### src/rtl/codec_port_cfg.svh
// codec_port_cfg.svh: offsets, field positions, reset values and counts
// assumes: included by the codec serial port sources only
`ifndef CODEC_PORT_CFG_SVH
`define CODEC_PORT_CFG_SVH

// register byte offsets
`define OFS_CTRL1     8'h00
`define OFS_CTRL2     8'h04
`define OFS_CTRL3     8'h08
`define OFS_STATUS    8'h0C
`define OFS_RXBUF     8'h10
`define OFS_TXBUF     8'h20
`define OFS_SPAN      8'h10

// control_word_one field positions
`define B_ENABLE      0
`define B_CLK_DIR     1
`define B_IDLE_MODE   2
`define B_FS_DIR      3
`define B_EDGE_SEL    4
`define B_MODE_LO     5
`define B_MODE_HI     6

// reset values
`define CTRL1_RST     7'h00
`define CTRL2_RST     8'h00
`define DIV_RST       12'h000

// framing counts
`define AC_LAST_POS   8'hFF
`define AC_FS_LEAD    8'h0F
`define AC_TAG_END    8'h10
`define SLOT16_LAST   5'h0F
`define SLOT20_LAST   5'h13

`endif

### src/rtl/codec_port_pkg.sv
// codec_port_pkg: types shared by the codec serial port
// assumes: nothing beyond the compile order
package codec_port_pkg;

    typedef enum logic [1:0]
    {
        fs_multi = 2'b00,
        fs_i2s   = 2'b01,
        fs_ac16  = 2'b10,
        fs_ac20  = 2'b11
    } fs_mode_t;

    typedef enum logic [1:0]
    {
        st_idle = 2'b01,
        st_run  = 2'b10
    } frame_state_t;

endpackage : codec_port_pkg

### src/rtl/bit_clock_gen.sv
// bit_clock_gen: divider producing the serial bit clock level
// assumes: run is synchronous to ref_clk; divider is static while running
`timescale 1ns/1ns
module bit_clock_gen
(
    input  wire logic        ref_clk,
    input  wire logic        rstn,
    input  wire logic        run,
    input  wire logic [11:0] divider,
    output logic             clk_level
);

    logic [11:0] cnt_reg;

    // level toggles every divider+1 cycles: period 2*(divider+1)
    always_ff @(posedge ref_clk or negedge rstn)
    begin
        if (!rstn)
        begin
            cnt_reg   <= 12'h000;
            clk_level <= 1'b0;
        end
        else if (!run)
        begin
            cnt_reg   <= 12'h000;
            clk_level <= 1'b0;
        end
        else if (cnt_reg == divider)
        begin
            cnt_reg   <= 12'h000;
            clk_level <= ~clk_level;
        end
        else
        begin
            cnt_reg <= cnt_reg + 12'h001;
        end
    end

endmodule : bit_clock_gen

### src/rtl/converter_serial_port.sv
// converter_serial_port: framed codec serial port with APB registers
// assumes: pins are asynchronous to ref_clk; bit clock well below ref_clk/4
//
// Behaviour
// RQ1: direction bit chooses driven or received bit clock
// RQ2: data out driven only in words, else Z/0
// RQ3: enabled port owns pins; data in is input
// RQ4: frame sync direction bit: master or slave
// RQ5: left justified words, receive low bits zeroed; 20-bit AC-Link slots are received as their last 16 bits
// RQ6: one 16-bit shift register, MSB first
// RQ7: one 2-bit pointer addresses both shadow buffers
// RQ8: clearing enable resets counters, stops frame sync; bit clock generator keeps running
// RQ9: bit clock pin usable with generator alone
// RQ10: word length field sets bit counter period
// RQ11: frame counter advances on word wrap
// RQ12: AC-Link ignores length fields, 256-bit frame
// RQ13: mode field picks multichannel, I2S, AC-Link
// RQ14: master issues sync when frame counter wraps
// RQ15: multichannel master sync one bit wide
// RQ16: AC-Link master sync 16 high, 240 low
// RQ17: I2S master sync is 50% square wave
// RQ18: multichannel slave starts one bit after sync
// RQ19: I2S slave starts one bit after edge
// RQ20: AC-Link slave starts one bit after sync
// RQ21: slave ignores syncs until frame completes
// RQ22: serial side works on shadow buffers
// RQ23: divider field sets bit clock, zero stops
// RQ24: edge select bit picks sampling edge
// RQ25: sample on chosen edge, drive on other
//
// The APB register port and the placing of the registers were chosen for this implementation.
`timescale 1ns/1ns
`include "codec_port_cfg.svh"
module converter_serial_port
    import codec_port_pkg::*;
(
    input  wire logic        ref_clk,
    input  wire logic        rstn,
    input  wire logic        psel,
    input  wire logic        penable,
    input  wire logic        pwrite,
    input  wire logic [7:0]  paddr,
    input  wire logic [31:0] pwdata,
    output logic      [31:0] prdata,
    output logic             pready,
    output logic             pslverr,
    input  wire logic        bit_clk_in,
    output logic             bit_clk_out,
    output logic             bit_clk_oe,
    input  wire logic        frame_sync_in,
    output logic             frame_sync_out,
    output logic             frame_sync_oe,
    input  wire logic        serial_data_in,
    output logic             serial_data_out,
    output logic             serial_data_oe
);

    ////////////////////////////////////////////////////////////////////////
    // functions

    function automatic logic [4:0] reg_index(input logic [7:0] a);
        reg_index = {1'b0, a[5:2]};
        if (a[7:6] != 2'b00 || a[1:0] != 2'b00)
        begin
            reg_index = 5'h1F;
        end
    endfunction : reg_index

    function automatic logic [15:0] left_just(input logic [15:0] w,
                                              input logic [4:0]  last);
        logic [3:0] sh;
        sh = 4'hF - last[3:0];
        if (last > 5'h0F)
        begin
            sh = 4'h0;
        end
        left_just = w << sh;
    endfunction : left_just

    ////////////////////////////////////////////////////////////////////////
    // declarations

    logic [6:0]   ctrl1_reg;
    logic [7:0]   ctrl2_reg;
    logic [11:0]  div_reg;
    logic [15:0]  tx_buf [0:3];
    logic [15:0]  rx_buf [0:3];
    logic [15:0]  shadow [0:7];
    logic [2:0]   pin_s1_reg;
    logic [2:0]   pin_s2_reg;
    logic         sck_prev_reg;
    logic         fs_last_reg;
    logic         start_pend_reg;
    frame_state_t state_reg;
    frame_state_t state_next;
    logic [4:0]   bit_reg;
    logic [4:0]   bit_next;
    logic [3:0]   frm_reg;
    logic [3:0]   frm_next;
    logic [7:0]   pos_reg;
    logic [7:0]   pos_next;
    logic [1:0]   ptr_reg;
    logic [1:0]   ptr_next;
    logic [15:0]  sr_reg;
    logic         gen_clk;
    logic         enable;
    logic         master;
    logic         gen_run;
    logic         sck_now;
    logic         samp;
    logic         drv;
    logic [4:0]   wlast;
    logic         word_end;
    logic         frame_end;
    logic         go;
    logic         accept;
    logic         hit;
    logic         load_word;
    logic         store_word;
    logic         fs_next;
    logic [3:0]   half;
    logic [3:0]   nxt_word;
    logic [15:0]  load_data;
    logic [4:0]   idx;
    fs_mode_t     mode;

    assign enable  = ctrl1_reg[`B_ENABLE];
    assign master  = ~ctrl1_reg[`B_FS_DIR];                        // RQ4
    assign mode    = fs_mode_t'(ctrl1_reg[`B_MODE_HI:`B_MODE_LO]); // RQ13
    assign gen_run = ~ctrl1_reg[`B_CLK_DIR] & (div_reg != `DIV_RST);
    assign idx     = reg_index(paddr);

    ////////////////////////////////////////////////////////////////////////
    // bit clock source and edges

    bit_clock_gen u_gen
    (
        .ref_clk   (ref_clk),
        .rstn      (rstn),
        .run       (gen_run),                                      // RQ23
        .divider   (div_reg),
        .clk_level (gen_clk)
    );

    // pins: {data, sync, clock}; first stage feeds only the second
    always_ff @(posedge ref_clk or negedge rstn)
    begin
        if (!rstn)
        begin
            pin_s1_reg <= 3'h0;
            pin_s2_reg <= 3'h0;
        end
        else
        begin
            pin_s1_reg <= {serial_data_in, frame_sync_in, bit_clk_in};
            pin_s2_reg <= pin_s1_reg;
        end
    end

    assign sck_now = ctrl1_reg[`B_CLK_DIR] ? pin_s2_reg[0] : gen_clk; // RQ1

    always_ff @(posedge ref_clk or negedge rstn)
    begin
        if (!rstn)
        begin
            sck_prev_reg <= 1'b0;
        end
        else
        begin
            sck_prev_reg <= sck_now;
        end
    end

    // sampling on falling edge unless edge select set
    assign samp = enable & (ctrl1_reg[`B_EDGE_SEL] ?              // RQ24
                  (sck_now & ~sck_prev_reg) : (~sck_now & sck_prev_reg));
    assign drv  = enable & (ctrl1_reg[`B_EDGE_SEL] ?              // RQ25
                  (~sck_now & sck_prev_reg) : (sck_now & ~sck_prev_reg));

    ////////////////////////////////////////////////////////////////////////
    // framing counters

    always_comb
    begin
        unique case (mode)
            fs_multi, fs_i2s: wlast = {1'b0, ctrl2_reg[3:0]};     // RQ10
            fs_ac16:          wlast = `SLOT16_LAST;               // RQ12
            fs_ac20:          wlast = (pos_reg < `AC_TAG_END) ?
                                      `SLOT16_LAST : `SLOT20_LAST;
        endcase
    end

    assign word_end  = (bit_reg == wlast);
    assign frame_end = word_end & (mode[1] ? (pos_reg == `AC_LAST_POS)
                                   : (frm_reg == ctrl2_reg[7:4])); // RQ11
    assign go        = master | start_pend_reg;

    always_comb
    begin
        state_next = state_reg;
        bit_next   = bit_reg;
        frm_next   = frm_reg;
        pos_next   = pos_reg;
        ptr_next   = ptr_reg;
        load_word  = 1'b0;
        store_word = 1'b0;
        if (drv)
        begin
            unique case (state_reg)
                st_idle:
                begin
                    if (go)
                    begin
                        state_next = st_run;
                        bit_next   = 5'h00;
                        frm_next   = 4'h0;
                        pos_next   = 8'h00;
                        load_word  = 1'b1;
                    end
                end
                st_run:
                begin
                    pos_next = pos_reg + 8'h01;
                    if (word_end)
                    begin
                        store_word = 1'b1;
                        ptr_next   = ptr_reg + 2'h1;              // RQ7
                        bit_next   = 5'h00;
                        if (frame_end)
                        begin
                            frm_next = 4'h0;                      // RQ14
                            pos_next = 8'h00;
                            if (go)
                            begin
                                load_word = 1'b1;
                            end
                            else
                            begin
                                state_next = st_idle;
                            end
                        end
                        else
                        begin
                            frm_next  = frm_reg + 4'h1;           // RQ11
                            load_word = 1'b1;
                        end
                    end
                    else
                    begin
                        bit_next = bit_reg + 5'h01;               // RQ10
                    end
                end
            endcase
        end
    end

    always_ff @(posedge ref_clk or negedge rstn)
    begin
        if (!rstn)
        begin
            state_reg <= st_idle;
            bit_reg   <= 5'h00;
            frm_reg   <= 4'h0;
            pos_reg   <= 8'h00;
            ptr_reg   <= 2'h0;
        end
        else if (!enable)
        begin
            state_reg <= st_idle;                                 // RQ8
            bit_reg   <= 5'h00;
            frm_reg   <= 4'h0;
            pos_reg   <= 8'h00;
            ptr_reg   <= 2'h0;
        end
        else
        begin
            state_reg <= state_next;
            bit_reg   <= bit_next;
            frm_reg   <= frm_next;
            pos_reg   <= pos_next;
            ptr_reg   <= ptr_next;
        end
    end

    ////////////////////////////////////////////////////////////////////////
    // slave sync detection

    assign accept = (state_reg == st_idle) | frame_end;           // RQ21
    assign hit    = (mode == fs_i2s) ? (pin_s2_reg[1] != fs_last_reg) // RQ19
                                     : pin_s2_reg[1];             // RQ18 RQ20

    always_ff @(posedge ref_clk or negedge rstn)
    begin
        if (!rstn)
        begin
            fs_last_reg    <= 1'b0;
            start_pend_reg <= 1'b0;
        end
        else if (!enable || master)
        begin
            fs_last_reg    <= 1'b0;
            start_pend_reg <= 1'b0;
        end
        else if (samp)
        begin
            fs_last_reg <= pin_s2_reg[1];
            if (accept && hit)
            begin
                start_pend_reg <= 1'b1;
            end
        end
        else if (drv)
        begin
            start_pend_reg <= 1'b0;
        end
    end

    ////////////////////////////////////////////////////////////////////////
    // master frame sync; leads the first bit of its word by one bit

    assign half     = 4'(({1'b0, ctrl2_reg[7:4]} + 5'h01) >> 1);
    assign nxt_word = (frm_next == ctrl2_reg[7:4]) ? 4'h0 : frm_next + 4'h1;

    always_comb
    begin
        unique case (mode)
            fs_multi: fs_next = (bit_next == wlast) &             // RQ15
                                (frm_next == ctrl2_reg[7:4]);
            fs_i2s:   fs_next = (bit_next == wlast) ?             // RQ17
                                (nxt_word >= half) : (frm_next >= half);
            default:  fs_next = (pos_next == `AC_LAST_POS) |      // RQ16
                                (pos_next < `AC_FS_LEAD);
        endcase
    end

    always_ff @(posedge ref_clk or negedge rstn)
    begin
        if (!rstn)
        begin
            frame_sync_out <= 1'b0;
            frame_sync_oe  <= 1'b0;
            bit_clk_oe     <= 1'b0;
            bit_clk_out    <= 1'b0;
        end
        else
        begin
            frame_sync_oe <= enable & master;                     // RQ3 RQ4
            bit_clk_oe    <= ~ctrl1_reg[`B_CLK_DIR] &             // RQ9
                             (enable | gen_run);
            bit_clk_out   <= gen_clk;
            if (!enable || !master)
            begin
                frame_sync_out <= 1'b0;
            end
            else if (drv)
            begin
                frame_sync_out <= fs_next;                        // RQ14
            end
        end
    end

    ////////////////////////////////////////////////////////////////////////
    // shift register, data pin and shadow buffers

    assign load_data = (store_word && ptr_reg == 2'h3) ? tx_buf[0]
                       : shadow[{1'b1, ptr_next}];                // RQ7

    always_ff @(posedge ref_clk or negedge rstn)
    begin
        if (!rstn)
        begin
            sr_reg          <= 16'h0000;
            serial_data_out <= 1'b0;
            serial_data_oe  <= 1'b0;
        end
        else if (!enable)
        begin
            sr_reg          <= 16'h0000;
            serial_data_out <= 1'b0;
            serial_data_oe  <= 1'b0;
        end
        else if (samp && state_reg == st_run)
        begin
            sr_reg <= {sr_reg[14:0], pin_s2_reg[2]};              // RQ6
        end
        else if (drv)
        begin
            serial_data_oe <= load_word | ~ctrl1_reg[`B_IDLE_MODE] | // RQ2
                              (state_reg == st_run & ~word_end);
            if (load_word)
            begin
                sr_reg          <= load_data;
                serial_data_out <= load_data[15];                 // RQ6
            end
            else if (state_reg == st_run && !word_end && bit_reg < 5'h0F)
            begin
                serial_data_out <= sr_reg[15];
            end
            else
            begin
                serial_data_out <= 1'b0;                          // RQ5
            end
        end
    end

    always_ff @(posedge ref_clk or negedge rstn)
    begin
        if (!rstn)
        begin
            for (int i = 0; i < 8; i++)
            begin
                shadow[i] <= 16'h0000;
            end
            for (int i = 0; i < 4; i++)
            begin
                rx_buf[i] <= 16'h0000;
            end
        end
        else if (!enable)
        begin
            for (int i = 0; i < 4; i++)
            begin
                shadow[4 + i] <= tx_buf[i];
            end
        end
        else if (store_word)
        begin
            shadow[{1'b0, ptr_reg}] <= left_just(sr_reg, wlast);  // RQ5 RQ22
            if (ptr_reg == 2'h3)
            begin
                for (int i = 0; i < 3; i++)
                begin
                    rx_buf[i]     <= shadow[i];                   // RQ22
                    shadow[4 + i] <= tx_buf[i];
                end
                rx_buf[3] <= left_just(sr_reg, wlast);
                shadow[7] <= tx_buf[3];
            end
        end
    end

    ////////////////////////////////////////////////////////////////////////
    // APB slave: one wait state, writes land with pready

    always_ff @(posedge ref_clk or negedge rstn)
    begin
        if (!rstn)
        begin
            pready    <= 1'b0;
            pslverr   <= 1'b0;
            prdata    <= 32'h0000_0000;
            ctrl1_reg <= `CTRL1_RST;
            ctrl2_reg <= `CTRL2_RST;
            div_reg   <= `DIV_RST;
            for (int i = 0; i < 4; i++)
            begin
                tx_buf[i] <= 16'h0000;
            end
        end
        else if (psel && penable && !pready)
        begin
            pready  <= 1'b1;
            pslverr <= (idx > 5'h0B);
            prdata  <= 32'h0000_0000;
            unique case (idx)
                5'h00: prdata <= {25'h0, ctrl1_reg};
                5'h01: prdata <= {24'h0, ctrl2_reg};
                5'h02: prdata <= {20'h0, div_reg};
                5'h03: prdata <= {16'h0, ptr_reg, 1'b0, state_reg[1],
                                  frm_reg, 3'h0, bit_reg};
                5'h04, 5'h05, 5'h06, 5'h07:
                       prdata <= {16'h0, rx_buf[idx[1:0]]};
                5'h08, 5'h09, 5'h0A, 5'h0B:
                       prdata <= {16'h0, tx_buf[idx[1:0]]};
                default: prdata <= 32'h0000_0000;
            endcase
        end
        else if (psel && penable)
        begin
            pready  <= 1'b0;
            pslverr <= 1'b0;
            if (pwrite)
            begin
                unique case (idx)
                    5'h00: ctrl1_reg <= pwdata[6:0];
                    5'h01: ctrl2_reg <= pwdata[7:0];
                    5'h02: div_reg   <= pwdata[11:0];
                    5'h08, 5'h09, 5'h0A, 5'h0B:
                           tx_buf[idx[1:0]] <= pwdata[15:0];
                    default: ;
                endcase
            end
        end
        else
        begin
            pready  <= 1'b0;
            pslverr <= 1'b0;
        end
    end

endmodule : converter_serial_port

### config.mk
export PLATFORM = sky130hd
export DESIGN_NAME = converter_serial_port
export DESIGN_NICKNAME = d
export VERILOG_FILES = /design/src/rtl/codec_port_pkg.sv /design/src/rtl/bit_clock_gen.sv /design/src/rtl/converter_serial_port.sv
export VERILOG_INCLUDE_DIRS = /design/src /design/src/rtl
export SDC_FILE = /design/constraint.sdc
export NUM_CORES = 1
export LEC_CHECK = 0
export BUFFER_PORTS_ARGS = -buffer_cell sky130_fd_sc_hd__clkbuf_2
export CORE_MARGIN = 4
export CORE_UTILIZATION = 56
export DETAILED_ROUTE_END_ITERATION = 8
export GPL_TIMING_DRIVEN = 0
export MAX_ROUTING_LAYER = met4
export PLACE_DENSITY_LB_ADDON = 0.05
export SLEW_MARGIN = 40
export SYNTH_ARGS = -nofsm -noshare
export SYNTH_HDL_FRONTEND = slang
export SYNTH_SLANG_ARGS = --single-unit
### constraint.sdc
create_clock -name ref_clk -period 4.4 [get_ports ref_clk]
set_input_delay 0.88 -clock ref_clk [delete_from_list [all_inputs] [get_ports ref_clk]]
set_output_delay 0.88 -clock ref_clk [all_outputs]
set_load 0.03 [all_outputs]
==> flow_summary.json <==
{
  "detail_route.wirelength_microns": 54670,
  "worst-endpoint-required_ns": 4.82,
  "worst_pin_slew_ns": 0.9538,
  "floorplan.die_area_sq_um": 34370,
  "path_clk_slew_ns": 0.06,
  "top_level_ports": 88,
  "start_util_pct": 57.16,
  "ys_types": 88,
  "stdcell_area_sq_um": 20340,
  "p_leak_nw": 9.653,
  "timing.reg2reg.worst_path_depth": 18,
  "drt_iter0_markers": 1316,
  "slew_headroom_pct": 36.41,
  "worstPathArrival_ns": 4.75,
  "fin_nets": 1911,
  "finalSetupTns_ns": 0,
  "vias": 14240,
  "synth_top_flop_cell": "sky130_fd_sc_hd__dfrtp_1",
  "ctsLongestPathBuffers": 3,
  "avgSynthCellArea_sq_um": 10.32,
  "path_max_fanout": 6,
  "placed_cell_area_sq_um": 18660,
  "status": "finished, final reports clean",
  "power_density_nw_per_um2": 332.9,
  "layout_commonest_cell": "sky130_fd_sc_hd__dfrtp_1",
  "setup_violations": 0,
  "worst-setup-path-type": "flop to flop",
  "register_area_sq_um": 8765,
  "post_synth_instance_area_sq_um": 17620,
  "max-cap-violations": 0,
  "drt_first_pass_iters": 6,
  "top_register": "shadow",
  "rsz_0062_raised_after_global_routing": "yes",
  "route.antenna.remaining_nets": 0,
  "timing.final.crit_period_ns": 4.324,
  "n_fill_cell": 2485,
  "worstHoldPathType": "input pin to asynchronous set/reset pin",
  "multiInputGateArea_sq_um": 8536,
  "synthesis.instances": 1708,
  "grtUsageTotal_pct": 32.92,
  "startpoint_type": "flop",
  "cts_tree": "done",
  "portBuffers": 55,
  "area_delta_synth_final_pct": 15.45,
  "synth_warnings": 0,
  "grt_antenna_before_repair": 3,
  "synth.yosys.seq_area_share_pct": 49.71,
  "wire_per_inst_microns": 24.06,
  "post-place-ws_ns": -0.4069,
  "largest_net_degree_at_the_start_of_global_routing": 65,
  "route.detailed.drc": 0,
  "final_hold_viol_count": 0,
  "tritoncts_buffer_count": 39,
  "finalWeightedCongestion": 0.9720,
  "min_period_over_period_pct": 98.27,
  "clk_root_buffer_cell": "sky130_fd_sc_hd__clkbuf_16",
  "grt_pass1_vias": 13990,
  "postSynthRegisterBits": 350,
  "grt_pass1_wl_microns": 83120,
  "total_number_of_h_tree_levels": 2,
  "placement_rows": 64,
  "timing.clock.skew_ns": 0.02059,
  "largest_register_ffs": 112,
  "core_area_sq_um": 30830,
  "ys_async_sr_fraction_pct": 100.0,
  "final-max-slew-violation-count": 0,
  "share_of_final_layout_standard_cells_stronger_than_drive_strength_1_pct": 23.81,
  "layout_common_cells": "345 x sky130_fd_sc_hd__dfrtp_1, 313 x sky130_fd_sc_hd__nand2_1, 196 x sky130_fd_sc_hd__mux2_2",
  "clk_latency_ns": 0.55,
  "dp.final_hpwl_microns": 38620,
  "setup_slack_ns": 0.07613,
  "upper_clock_frequency_limit_ghz": 0.2313,
  "synth_enable_flop_cells": 0,
  "die-height_microns": 185.4,
  "vias_per_cell": 6.269,
  "final_util_pct": 65.99,
  "reg_top3": "shadow x112, rx_buf x64, tx_buf x64",
  "vdd_drop_max_mv": 0.2993,
  "critical_path.endpoint_type": "flop",
  "die-width_microns": 185.4,
  "clock-sinks": 350,
  "grt.overflow.total": 0
}
-- cell usage after synthesis (7+ instances only) --
master	n	area share (%)
sky130_fd_sc_hd__clkbuf_1	93	2.0
sky130_fd_sc_hd__nor3_1	17	0.48
sky130_fd_sc_hd__or2_2	9	0.32
sky130_fd_sc_hd__mux2i_1	49	2.8
sky130_fd_sc_hd__o22ai_1	26	0.92
sky130_fd_sc_hd__a21oi_1	77	2.2
sky130_fd_sc_hd__o22a_1	9	0.45
sky130_fd_sc_hd__buf_4	20	0.85
sky130_fd_sc_hd__nor4_1	7	0.25
sky130_fd_sc_hd__a21o_1	9	0.38
sky130_fd_sc_hd__nand3_1	22	0.62
sky130_fd_sc_hd__and2_1	8	0.28
sky130_fd_sc_hd__o31ai_1	8	0.34
sky130_fd_sc_hd__nor2_1	83	1.8
sky130_fd_sc_hd__nand2_1	315	6.7
sky130_fd_sc_hd__inv_1	17	0.36
sky130_fd_sc_hd__o21ai_0	145	4.1
sky130_fd_sc_hd__xor2_1	13	0.65
sky130_fd_sc_hd__mux4_2	12	1.5
sky130_fd_sc_hd__and3_1	14	0.50
sky130_fd_sc_hd__dfrtp_1	349	50
sky130_fd_sc_hd__a31oi_1	7	0.25
sky130_fd_sc_hd__a221oi_1	8	0.40
sky130_fd_sc_hd__xnor2_1	26	1.3
sky130_fd_sc_hd__o221ai_1	7	0.35
sky130_fd_sc_hd__nand2b_1	20	0.71
sky130_fd_sc_hd__ha_1	18	1.3
sky130_fd_sc_hd__mux2_2	196	13
sky130_fd_sc_hd__a22oi_1	7	0.30
sky130_fd_sc_hd__a211oi_1	16	0.68
-- power by group --
part           internal, mW  switching (mW)
combinational        0.0771           0.204
clock                  1.90            1.35
sequential             3.23         0.00836
-- per-stage QoR --
step	total power [mW]	cells	hold WS [ns]
2_1_floorplan	3.402	1723	0.3312
3_3_place_gp	3.549	2174	0.3327
3_5_place_dp	3.570	2180	0.3401
4_1_cts	6.798	2265	0.2623
5_1_grt	6.954	2272	0.2802
6_report	6.773	2272	0.2501
-- per-layer routing --
metal | vias up | wire [microns] | global-route usage, %
met5 | - | 0 | -
met1 | 7108 | 23240 | 45.13
li1 | 6319 | - | -
met4 | 0 | 2729 | 14.53
met2 | 664 | 24360 | 48.73
met3 | 153 | 4343 | 5.479
-- worst max-delay path, cell delays in order, from the launching register on --
cell and delay, ns:
sky130_fd_sc_hd__dfrtp_2 0.44, sky130_fd_sc_hd__or4_4 0.59, sky130_fd_sc_hd__a31oi_4 0.29, sky130_fd_sc_hd__xnor2_2 0.16
sky130_fd_sc_hd__buf_6 0.16, sky130_fd_sc_hd__a311oi_2 0.09, sky130_fd_sc_hd__a31oi_1 0.23, sky130_fd_sc_hd__mux2_2 0.38
sky130_fd_sc_hd__or4_4 0.56, sky130_fd_sc_hd__nand2_4 0.09, sky130_fd_sc_hd__ha_4 0.19, sky130_fd_sc_hd__nand2b_4 0.13
sky130_fd_sc_hd__a21o_1 0.16, sky130_fd_sc_hd__a21o_1 0.15, sky130_fd_sc_hd__a21oi_1 0.12, sky130_fd_sc_hd__nor2b_1 0.07
sky130_fd_sc_hd__nand2b_1 0.07, sky130_fd_sc_hd__mux2i_1 0.06, sky130_fd_sc_hd__o31a_1 0.30
-- path summary, 6_finish.rpt --
| check | to | from | slack (ns) |
|---|---|---|---|
| max in group asynchronous | rx_buf[25] | rstn | 2.90 |
| min in group ref_clk | pin_s2_reg[1] | pin_s1_reg[1] | 0.35 |
| worst min register to register | pin_s2_reg[1] | pin_s1_reg[1] | 0.35 |
| worst min-delay path | frame_sync_oe | rstn | 0.25 |
| worst max-delay path | frame_sync_out | pos_reg[6] | 0.08 |
| worst max register to register | frame_sync_out | pos_reg[6] | 0.08 |
-- kinds of logic (layout without fill, tap and decap cells) --
logic type	after synthesis	in the layout	synth area share, %
adder cells (fa/ha/maj)	18	18	1.278
multiplexers	259	259	17.05
AND/OR/NAND/NOR	533	533	13.35
flip-flops	350	350	49.71
other	1	19	0.02128
buffers and inverters	140	290	3.437
XOR/XNOR	41	41	2.123
AO/OA/AOI/OAI	366	366	13.03
-- layout make-up --
class,instances,share of cell area [%]
clock buffer,54,5.468
antenna,3,0.03690
buffer,118,2.632
sequential,350,43.08
tap,396,2.436
inverter,18,0.3321
clock inverter,15,0.8549
multi-input combinational,1233,41.96
timing repair buffer,85,3.198
-- repair_timing --
item	in CTS	in global routing
hold buffers	0	0
gates resized for setup	26	12
setup endpoints to repair	1	1
cloned	0	0
setup buffers	19	5
pin swaps	11	17
No activity file was read; power rests on OpenSTA's default activity.
